## src/logic/cif_pkg.sv

```systemverilog
/*
  package for the codec event-flag and first interrupt line block:
  register indices, field positions, reset values, timing and types.
  assumes a 20 MHz core clock and a 32-bit apb slave port.
*/
`default_nettype none
package cif_pkg;
  // ----------------------------------------------------------------
  // register indices (byte address = 4 * index)
  // ----------------------------------------------------------------
  localparam logic [5:0] IDX_DAC_STICKY = 6'h2c;
  localparam logic [5:0] IDX_REC_FIRST = 6'h2d;
  localparam logic [5:0] IDX_PLAYBACK = 6'h2e;
  localparam logic [5:0] IDX_REC_SECOND = 6'h2f;
  localparam logic [5:0] IDX_IRQ1_CTRL = 6'h30;
  localparam int ADDR_LSB = 2;

  // ----------------------------------------------------------------
  // playback flag fields
  // ----------------------------------------------------------------
  localparam int PB_SHORT = 7;
  localparam int PB_BUTTON = 5;
  localparam int PB_HEADSET = 4;
  localparam int PB_DRC_LEFT = 3;
  localparam int PB_DRC_RIGHT = 2;
  localparam int PB_ENG_STD = 1;
  localparam int PB_ENG_AUX = 0;

  // ----------------------------------------------------------------
  // record flag fields (both record registers)
  // ----------------------------------------------------------------
  localparam int RC_NOISE = 6;
  localparam int RC_ENG_STD = 4;
  localparam int RC_ENG_AUX = 3;
  localparam int RC_DC_AVAIL = 2;

  // ----------------------------------------------------------------
  // first interrupt line control fields
  // ----------------------------------------------------------------
  localparam int EN_HEADSET = 7;
  localparam int EN_BUTTON = 6;
  localparam int EN_DRC = 5;
  localparam int EN_AGC = 4;
  localparam int EN_SHORT = 3;
  localparam int EN_ENGINE = 2;
  localparam int EN_DC = 1;
  localparam int MODE_REPEAT = 0;
  localparam logic [7:0] CTRL_RESET = 8'h00;
  localparam logic [7:0] FLAG_RESET = 8'h00;

  // ----------------------------------------------------------------
  // timing
  // ----------------------------------------------------------------
  localparam int CLK_HZ = 20_000_000;
  localparam int PULSE_MS = 2;
  localparam int PERIOD_MS = 4;
  localparam int PULSE_CYC = CLK_HZ / 1000 * PULSE_MS;
  localparam int PERIOD_CYC = CLK_HZ / 1000 * PERIOD_MS;
  localparam int CNT_W = 17;

  // ----------------------------------------------------------------
  // types
  // ----------------------------------------------------------------
  typedef struct packed {
    logic short_det;
    logic button;
    logic headset_in;
    logic drc_left;
    logic drc_right;
    logic pb_eng_std;
    logic pb_eng_aux;
    logic agc_noise;
    logic agc_noise_mono;
    logic rec_eng_std;
    logic rec_eng_aux;
    logic dc_avail;
  } cif_src_t;

  typedef enum logic [1:0] {
    CIF_IDLE = 2'b00,
    CIF_HIGH = 2'b01,
    CIF_LOW = 2'b11
  } cif_state_t;
endpackage
`default_nettype wire

```

## src/logic/cif_irq_flags.sv

```systemverilog
/*
  event flag registers and first interrupt line pulse generator of an
  audio codec, with an apb register port.
  assumes event sources are synchronous to core_clk_i and that the host
  answers repeated pulses by reading both sticky flag registers.
*/
// Added by the designer: register access over APB.
`timescale 1ns/10ps
`default_nettype none
module cif_irq_flags #(
  parameter int ADDR_W = 8,
  parameter int PULSE_CYC = cif_pkg::PULSE_CYC,
  parameter int PERIOD_CYC = cif_pkg::PERIOD_CYC
) (
  input wire logic core_clk_i,
  input wire logic reset_n_i,
  input wire cif_pkg::cif_src_t src_i,
  input wire logic psel_i,
  input wire logic penable_i,
  input wire logic pwrite_i,
  input wire logic [ADDR_W-1:0] paddr_i,
  input wire logic [31:0] pwdata_i,
  input wire logic [3:0] pstrb_i,
  output logic [31:0] prdata_o,
  output logic pready_o,
  output logic pslverr_o,
  output logic irq_line_one_o
);
  // ----------------------------------------------------------------
  // event flag capture
  // ----------------------------------------------------------------
  logic [7:0] pb_q;
  logic [7:0] rec1_q;
  logic [7:0] rec2_q;
  logic [7:0] ctrl_q;

  always_ff @(posedge core_clk_i or negedge reset_n_i) begin
    if (!reset_n_i) begin
      pb_q <= cif_pkg::FLAG_RESET;
    end else begin
      pb_q <= 8'h00;
      pb_q[cif_pkg::PB_SHORT] <= src_i.short_det;
      pb_q[cif_pkg::PB_BUTTON] <= src_i.button;
      pb_q[cif_pkg::PB_HEADSET] <= src_i.headset_in;
      pb_q[cif_pkg::PB_DRC_LEFT] <= src_i.drc_left;
      pb_q[cif_pkg::PB_DRC_RIGHT] <= src_i.drc_right;
      pb_q[cif_pkg::PB_ENG_STD] <= src_i.pb_eng_std;
      pb_q[cif_pkg::PB_ENG_AUX] <= src_i.pb_eng_aux;
    end
  end

  // reserved positions are cleared every cycle, so they stay zero
  always_ff @(posedge core_clk_i or negedge reset_n_i) begin
    if (!reset_n_i) begin
      rec1_q <= cif_pkg::FLAG_RESET;
      rec2_q <= cif_pkg::FLAG_RESET;
    end else begin
      rec1_q <= 8'h00;
      rec2_q <= 8'h00;
      rec1_q[cif_pkg::RC_NOISE] <= src_i.agc_noise;
      rec1_q[cif_pkg::RC_ENG_STD] <= src_i.rec_eng_std;
      rec1_q[cif_pkg::RC_ENG_AUX] <= src_i.rec_eng_aux;
      rec1_q[cif_pkg::RC_DC_AVAIL] <= src_i.dc_avail;
      rec2_q[cif_pkg::RC_NOISE] <= src_i.agc_noise_mono;
      rec2_q[cif_pkg::RC_ENG_STD] <= src_i.rec_eng_std;
      rec2_q[cif_pkg::RC_ENG_AUX] <= src_i.rec_eng_aux;
      rec2_q[cif_pkg::RC_DC_AVAIL] <= src_i.dc_avail;
    end
  end

  // ----------------------------------------------------------------
  // apb decode
  // ----------------------------------------------------------------
  logic setup_w;
  logic access_w;
  logic aligned_w;
  localparam int ADDR_LSB_W = cif_pkg::ADDR_LSB;
  logic [ADDR_W-ADDR_LSB_W-1:0] idx_w;
  logic hit_w;

  assign setup_w = psel_i && !penable_i;
  assign access_w = psel_i && penable_i;
  assign aligned_w = (paddr_i[ADDR_LSB_W-1:0] == '0);
  assign idx_w = paddr_i[ADDR_W-1:ADDR_LSB_W];

  always_comb begin
    hit_w = 1'b0;
    if (aligned_w) begin
      case (6'(idx_w))
        cif_pkg::IDX_DAC_STICKY,
        cif_pkg::IDX_REC_FIRST,
        cif_pkg::IDX_PLAYBACK,
        cif_pkg::IDX_REC_SECOND,
        cif_pkg::IDX_IRQ1_CTRL: hit_w = 1'b1;
        default: hit_w = 1'b0;
      endcase
    end
  end

  // zero wait states: read data is loaded during the setup cycle
  assign pready_o = 1'b1;
  assign pslverr_o = access_w && !hit_w;

  always_ff @(posedge core_clk_i or negedge reset_n_i) begin
    if (!reset_n_i) begin
      prdata_o <= 32'h0000_0000;
    end else if (setup_w) begin
      prdata_o <= 32'h0000_0000;
      if (aligned_w && !pwrite_i) begin
        case (6'(idx_w))
          cif_pkg::IDX_REC_FIRST: prdata_o[7:0] <= rec1_q;
          cif_pkg::IDX_PLAYBACK: prdata_o[7:0] <= pb_q;
          cif_pkg::IDX_REC_SECOND: prdata_o[7:0] <= rec2_q;
          cif_pkg::IDX_IRQ1_CTRL: prdata_o[7:0] <= ctrl_q;
          default: prdata_o <= 32'h0000_0000;
        endcase
      end
    end
  end

  always_ff @(posedge core_clk_i or negedge reset_n_i) begin
    if (!reset_n_i) begin
      ctrl_q <= cif_pkg::CTRL_RESET;
    end else if (access_w && pwrite_i && pstrb_i[0] && aligned_w
                 && 6'(idx_w) == cif_pkg::IDX_IRQ1_CTRL) begin
      ctrl_q <= pwdata_i[7:0];
    end
  end

  logic rd44_w;
  logic rd45_w;
  assign rd44_w = access_w && !pwrite_i && aligned_w && 6'(idx_w) == cif_pkg::IDX_DAC_STICKY;
  assign rd45_w = access_w && !pwrite_i && aligned_w && 6'(idx_w) == cif_pkg::IDX_REC_FIRST;

  // ----------------------------------------------------------------
  // event detection
  // ----------------------------------------------------------------
  logic [7:0] pb_prev_q;
  logic [7:0] rec1_prev_q;
  logic [7:0] rec2_prev_q;
  logic [7:0] pb_rise_w;
  logic [7:0] rec1_rise_w;
  logic [7:0] rec2_rise_w;
  logic [7:1] cat_w;
  logic event_w;

  always_ff @(posedge core_clk_i or negedge reset_n_i) begin
    if (!reset_n_i) begin
      pb_prev_q <= cif_pkg::FLAG_RESET;
      rec1_prev_q <= cif_pkg::FLAG_RESET;
      rec2_prev_q <= cif_pkg::FLAG_RESET;
    end else begin
      pb_prev_q <= pb_q;
      rec1_prev_q <= rec1_q;
      rec2_prev_q <= rec2_q;
    end
  end

  // a pulse follows the rising edge of a flag, not its level
  assign pb_rise_w = pb_q & ~pb_prev_q;
  assign rec1_rise_w = rec1_q & ~rec1_prev_q;
  assign rec2_rise_w = rec2_q & ~rec2_prev_q;

  always_comb begin
    cat_w[cif_pkg::EN_HEADSET] = pb_rise_w[cif_pkg::PB_HEADSET] && ctrl_q[cif_pkg::EN_HEADSET];
    cat_w[cif_pkg::EN_BUTTON] = pb_rise_w[cif_pkg::PB_BUTTON] && ctrl_q[cif_pkg::EN_BUTTON];
    cat_w[cif_pkg::EN_DRC] = (pb_rise_w[cif_pkg::PB_DRC_LEFT] || pb_rise_w[cif_pkg::PB_DRC_RIGHT])
                             && ctrl_q[cif_pkg::EN_DRC];
    cat_w[cif_pkg::EN_AGC] = (rec1_rise_w[cif_pkg::RC_NOISE] || rec2_rise_w[cif_pkg::RC_NOISE])
                             && ctrl_q[cif_pkg::EN_AGC];
    cat_w[cif_pkg::EN_SHORT] = pb_rise_w[cif_pkg::PB_SHORT] && ctrl_q[cif_pkg::EN_SHORT];
    cat_w[cif_pkg::EN_ENGINE] = (pb_rise_w[cif_pkg::PB_ENG_STD] || pb_rise_w[cif_pkg::PB_ENG_AUX]
                                 || rec1_rise_w[cif_pkg::RC_ENG_STD] || rec1_rise_w[cif_pkg::RC_ENG_AUX])
                                && ctrl_q[cif_pkg::EN_ENGINE];
    cat_w[cif_pkg::EN_DC] = rec1_rise_w[cif_pkg::RC_DC_AVAIL] && ctrl_q[cif_pkg::EN_DC];
  end

  assign event_w = |cat_w;

  // ----------------------------------------------------------------
  // read acknowledge for repeating pulses
  // ----------------------------------------------------------------
  logic seen44_q;
  logic seen45_q;
  logic acked_w;

  // a new event clears both read acknowledges and wins over a read in the same cycle
  always_ff @(posedge core_clk_i or negedge reset_n_i) begin
    if (!reset_n_i) begin
      seen44_q <= 1'b0;
      seen45_q <= 1'b0;
    end else if (event_w) begin
      seen44_q <= 1'b0;
      seen45_q <= 1'b0;
    end else begin
      if (rd44_w) begin
        seen44_q <= 1'b1;
      end
      if (rd45_w) begin
        seen45_q <= 1'b1;
      end
    end
  end

  assign acked_w = seen44_q && seen45_q;

  // ----------------------------------------------------------------
  // pulse generator
  // ----------------------------------------------------------------
  localparam logic [cif_pkg::CNT_W-1:0] HIGH_LAST = cif_pkg::CNT_W'(PULSE_CYC - 1);
  localparam logic [cif_pkg::CNT_W-1:0] LOW_LAST = cif_pkg::CNT_W'(PERIOD_CYC - PULSE_CYC - 1);

  cif_pkg::cif_state_t state_q;
  logic [cif_pkg::CNT_W-1:0] cnt_q;

  always_ff @(posedge core_clk_i or negedge reset_n_i) begin
    if (!reset_n_i) begin
      state_q <= cif_pkg::CIF_IDLE;
      cnt_q <= '0;
    end else begin
      case (state_q)
        cif_pkg::CIF_IDLE: begin
          cnt_q <= '0;
          if (event_w) begin
            state_q <= cif_pkg::CIF_HIGH;
          end
        end
        cif_pkg::CIF_HIGH: begin
          // events during a pulse are merged into it
          if (cnt_q == HIGH_LAST) begin
            cnt_q <= '0;
            if (ctrl_q[cif_pkg::MODE_REPEAT] && !acked_w) begin
              state_q <= cif_pkg::CIF_LOW;
            end else begin
              state_q <= cif_pkg::CIF_IDLE;
            end
          end else begin
            cnt_q <= cnt_q + 1'b1;
          end
        end
        cif_pkg::CIF_LOW: begin
          if (acked_w || !ctrl_q[cif_pkg::MODE_REPEAT]) begin
            cnt_q <= '0;
            state_q <= cif_pkg::CIF_IDLE;
          end else if (cnt_q == LOW_LAST) begin
            cnt_q <= '0;
            state_q <= cif_pkg::CIF_HIGH;
          end else begin
            cnt_q <= cnt_q + 1'b1;
          end
        end
        default: begin
          state_q <= cif_pkg::CIF_IDLE;
          cnt_q <= '0;
        end
      endcase
    end
  end

  assign irq_line_one_o = (state_q == cif_pkg::CIF_HIGH);
endmodule
`default_nettype wire

```

## config.mk

```make
export PLATFORM = sky130hd
export DESIGN_NAME = cif_irq_flags
export DESIGN_NICKNAME = d
export VERILOG_FILES = /design/src/logic/cif_pkg.sv /design/src/logic/cif_irq_flags.sv
export SDC_FILE = /design/constraint.sdc
export NUM_CORES = 1
export LEC_CHECK = 0
export BUFFER_PORTS_ARGS = -buffer_cell sky130_fd_sc_hd__buf_4
export CORE_MARGIN = 8
export CORE_UTILIZATION = 53
export DETAILED_ROUTE_END_ITERATION = 10
export PLACE_DENSITY = 0.84
export SLEW_MARGIN = 20
export SYNTH_ARGS = -nofsm -noshare
export SYNTH_HDL_FRONTEND = slang
export SYNTH_SLANG_ARGS = --single-unit
```

## constraint.sdc

```tcl
create_clock -name core_clk_i -period 5.2 [get_ports core_clk_i]
set_clock_uncertainty 0.1 [all_clocks]
set_input_delay 0.26 -clock core_clk_i [delete_from_list [all_inputs] [get_ports core_clk_i]]
set_output_delay 0.26 -clock core_clk_i [all_outputs]
set_load 0.1 [all_outputs]
```

==> metrics.md <==
| Metric | Value |
|---|---|
| Area delta synth->final | 23.7% |
| Commonest non-fill, non-tap cell in the layout | dfrtp_1 |
| Combinational family with the most area after synthesis | simple AND/OR/NAND/NOR gates |
| Measured slew at the worst slew-check pin | ~0.74 ns |
| Vias in the first global route | between 2k and 2.5k |
| GR Overflow Total | 0 |
| Crit Reg-Reg Endpoint | cnt_q[6]$_DFF_PN0_ |
| Post-CTS setup buffers | 0 |
| Largest net degree at the start of global routing | 62 |
| Peak Freq | 454 MHz |
| Tot Pwr | around 0.0013 W |
| Synth area leaders | dfrtp_1 (55%), buf_4 (7.1%), nor2_1 (4.2%), a22o_1 (3.8%), xnor2_1 (3.8%) |
| DP Cell Count | 356 |
| I/O pin count | 96 |
| Worst min path class | input port to flip-flop |
| Final ANT Viol Nets | 0 |
| Reg2reg start | cnt_q[0]$_DFF_PN0_ |
| Post-synthesis adder-cell area fraction | less than 1% |
| Die X | between 80 and 90 um |
| Xor and xnor area share after synthesis | between 5 and 6% |
| Via count | a little under 2k |
| Clk root buf | clkbuf_8 |
| Period utilization | between 40 and 50% |
| Port Buffers | 43 |
| Die H | ~88 um |
| Routability Congestion | 0.835 |
| DRC marker count from the first detailed-route iteration | 116 |
| Status | complete, no violations |
| WL/cell | approximately 15 um |
| FF+latch count, synth | approximately 60 |
| Fillers | around 400 |
| Final cell count without fillers | 385 |
| Critical Path Start Type | flip-flop |
| Antenna diode instance count | 0 |
| Normalized max-slew margin | about half |
| Total clock sinks | 61 |
| Final setup TNS | 0 ns |
| Final net count | around 370 |
| Initial antenna violation count | 0 |
| Number of max-slew violations in the final report | 0 |
| Tot GR Track Use | 15.6% |
| Final min period | about 2.2 ns |
| Slowest stage delay, CP | between 0.4 and 0.5 ns |
| Setup crit start | cnt_q[0]$_DFF_PN0_ |
| Share of layout cells above drive strength 1 | a little under a quarter |
| CTS tree | built |
| H-tree depth | 3 |
| Post-synthesis mux area share | 3.26% |
| Slowest cell on the critical path | or2_1 |
| CTS clk-pin slew, worst paths | around 0.070 ns |
| Lkg Pwr | 1.62 nW |
| Worst path arrival time | 2.29 ns |
| Synthesized instance count | 250 |
| Crit end category | flip-flop |
| Post-synth top area share | 55.3% |
| Worst-path fanout max | 16 |
| Post-synth cell types | just over 40 |
| Simple logic cell fraction of the synthesized area | around 16% |
| DRC | 0 |
| Pwr dens | about 370 mW/mm^2 |
| FF-to-FF path depth | 5 |
| R2R Setup Slk | ~3 ns |
| Row Count | 26 |
| Core Util, Final | approximately two thirds |
| CTS resizes | 0 |
| Unrepaired setup endpoints after global routing | no |
| Clock latency on the worst-skew pair | 0.34 ns |
| Hold Violations, Final | 0 |
| HPWL after DPL | ~4100 um |
| Starting density of the core | between 50% and 60% |
| First-pass GRT wire length | slightly above 9000 um |
| Max-cap violations | 0 |
| Hold_buf cts | 13 |
| Die footprint | 0.00777 mm^2 |
| Largest area contributor in the netlist | dfrtp_1 |
| Max VDD drop | approximately 0.00038 V |
| Core area | 0.00507 mm^2 |
| Endpoints failing setup | 0 |
| Avg Inst Size Synth | 11.0 um^2 |
| TritonCTS buffer count | 9 |
| Max Root-Sink Buffers | 2 |
| Commonest non-fill, non-tap cells in the layout | dfrtp_1 (61), buf_4 (43), nor2_1 (31), conb_1 (25), nand2_1 (16) |
| Crit Path Class | flip-flop to flip-flop |
| Post-Syn Area | between 0.002 and 0.003 mm^2 |
| DRT Wirelength | approximately 5700 um |
| Cell Chain, Critical Path | ha_1 -> nand4_1 -> nor4_4 -> or2_1 -> nor2_1 |
| Initial DRT Pass Iterations | 4 |
| Compound-gate portion of the synthesized area | slightly below 9% |
| Sequential fraction of the synthesis area | between 50% and 60% |
| Worst Path Required | 5.29 ns |
| End of the critical path | cnt_q[6]$_DFF_PN0_ |
| Post-DR vias/cell | 5.06 |
| Yosys warns | 0 |
-- layer usage --
layer	part of all wire (%)	vias to the layer above	GRT usage (%)
li1	-	922	-
met1	42	939	17.9
met2	47	76	25.7
met3	8.6	10	3.00
met4	2.3	0	10.6
met5	0	-	0
-- worst min path at each step --
stage	from	endpoint	slack [ns]	depth (start not counted)
6_report	pwdata_i[7]	ctrl_q[7]$_DFFE_PN0P_	0.05	2
5_1_grt	pwdata_i[3]	ctrl_q[3]$_DFFE_PN0P_	0.04	2
4_1_cts	pwdata_i[6]	ctrl_q[6]$_DFFE_PN0P_	0.04	2
3_5_place_dp	reset_n_i	pb_q[2]$_DFF_PN0_	0.27	1
3_3_place_gp	rec1_q[6]$_DFF_PN0_	rec1_prev_q[6]$_DFF_PN0_	0.26	0
2_1_floorplan	reset_n_i	cnt_q[0]$_DFF_PN0_	-0.14	0
-- layout make-up --
cell class / count / area, um^2 / share of cell area, %
clock inverter: 5 / 106 / 3.11
sequential: 61 / 1530 / 44.7
multi-input combinational: 167 / 1030 / 30.3
timing repair buffer: 56 / 453 / 13.3
clock buffer: 11 / 151 / 4.43
tap: 70 / 87.6 / 2.57
inverter: 15 / 56.3 / 1.65
-- critical path: cells and delay by family, from the launching register on --
family                   cells  cell delay (ns)
adder cells (fa/ha/maj)      1             0.24
flip-flops                   1             0.39
AND/OR/NAND/NOR              4             1.33
-- stage by stage --
| step | instance area [um^2] | setup WS [ns] | hold WS, ns |
|---|---|---|---|
| after global placement | 3030 | 3.09 | 0.260 |
| final | 3410 | 3.00 | 0.0522 |
| after CTS | 3410 | 3.00 | 0.0387 |
| after floorplan | 2850 | 2.71 | -0.136 |
| after detailed placement | 3030 | 3.01 | 0.270 |
| after global routing | 3410 | 2.86 | 0.0408 |
-- power by group --
part | internal, W | switching [W] | leakage (nW) | total, W
Sequential | 0.000495 | 0.0000165 | 0.794 | 0.000512
Combinational | 0.0000470 | 0.000166 | 0.696 | 0.000213
Clock | 0.000345 | 0.000182 | 0.126 | 0.000527
-- cell usage after synthesis --
cell type	instances
buf_6	1
a31oi_1	1
nor4_4	1
or3_1	1
or2_1	1
conb_1	2
nor4b_4	1
o22ai_1	4
buf_1	1
nand2_1	16
a21boi_0	1
or4b_4	1
o21ai_0	8
buf_2	1
nor4_1	3
buf_4	26
o41ai_1	1
a22oi_1	4
nor3_1	8
nand2b_1	2
nor2b_1	1
ha_1	1
a21o_1	1
buf_8	1
and3_1	2
a21oi_1	1
xnor2_1	12
mux2_2	8
nand4_1	2
nand3_1	7
nor2_1	31
a32o_1	1
nand4_4	1
inv_1	15
nor3_2	1
nand3b_1	2
dfrtp_1	61
a22o_1	12
nand4b_1	1
xor2_1	4
nor2_4	1
-- logic make-up (layout without fill, tap and decap cells) --
kind of cell             after synthesis  in the layout
AND/OR/NAND/NOR                       83             83
flip-flops                            61             61
buffers and inverters                 45             87
AO/OA/AOI/OAI                         34             34
XOR/XNOR                              16             16
multiplexers                           8              8
other                                  2             25
adder cells (fa/ha/maj)                1              1
-- state kept, by name, summed over array words and instances, names as in the netlist --
signal / cells
pb_q: 7
prdata_o: 8
cnt_q: 17
rec2_q: 4
pb_prev_q: 7
rec1_prev_q: 1
ctrl_q: 8
seen45_q: 1
seen44_q: 1
rec1_q: 1
rec2_prev_q: 4
state_q: 2
Note: power is estimated with default switching activity, not from simulation.
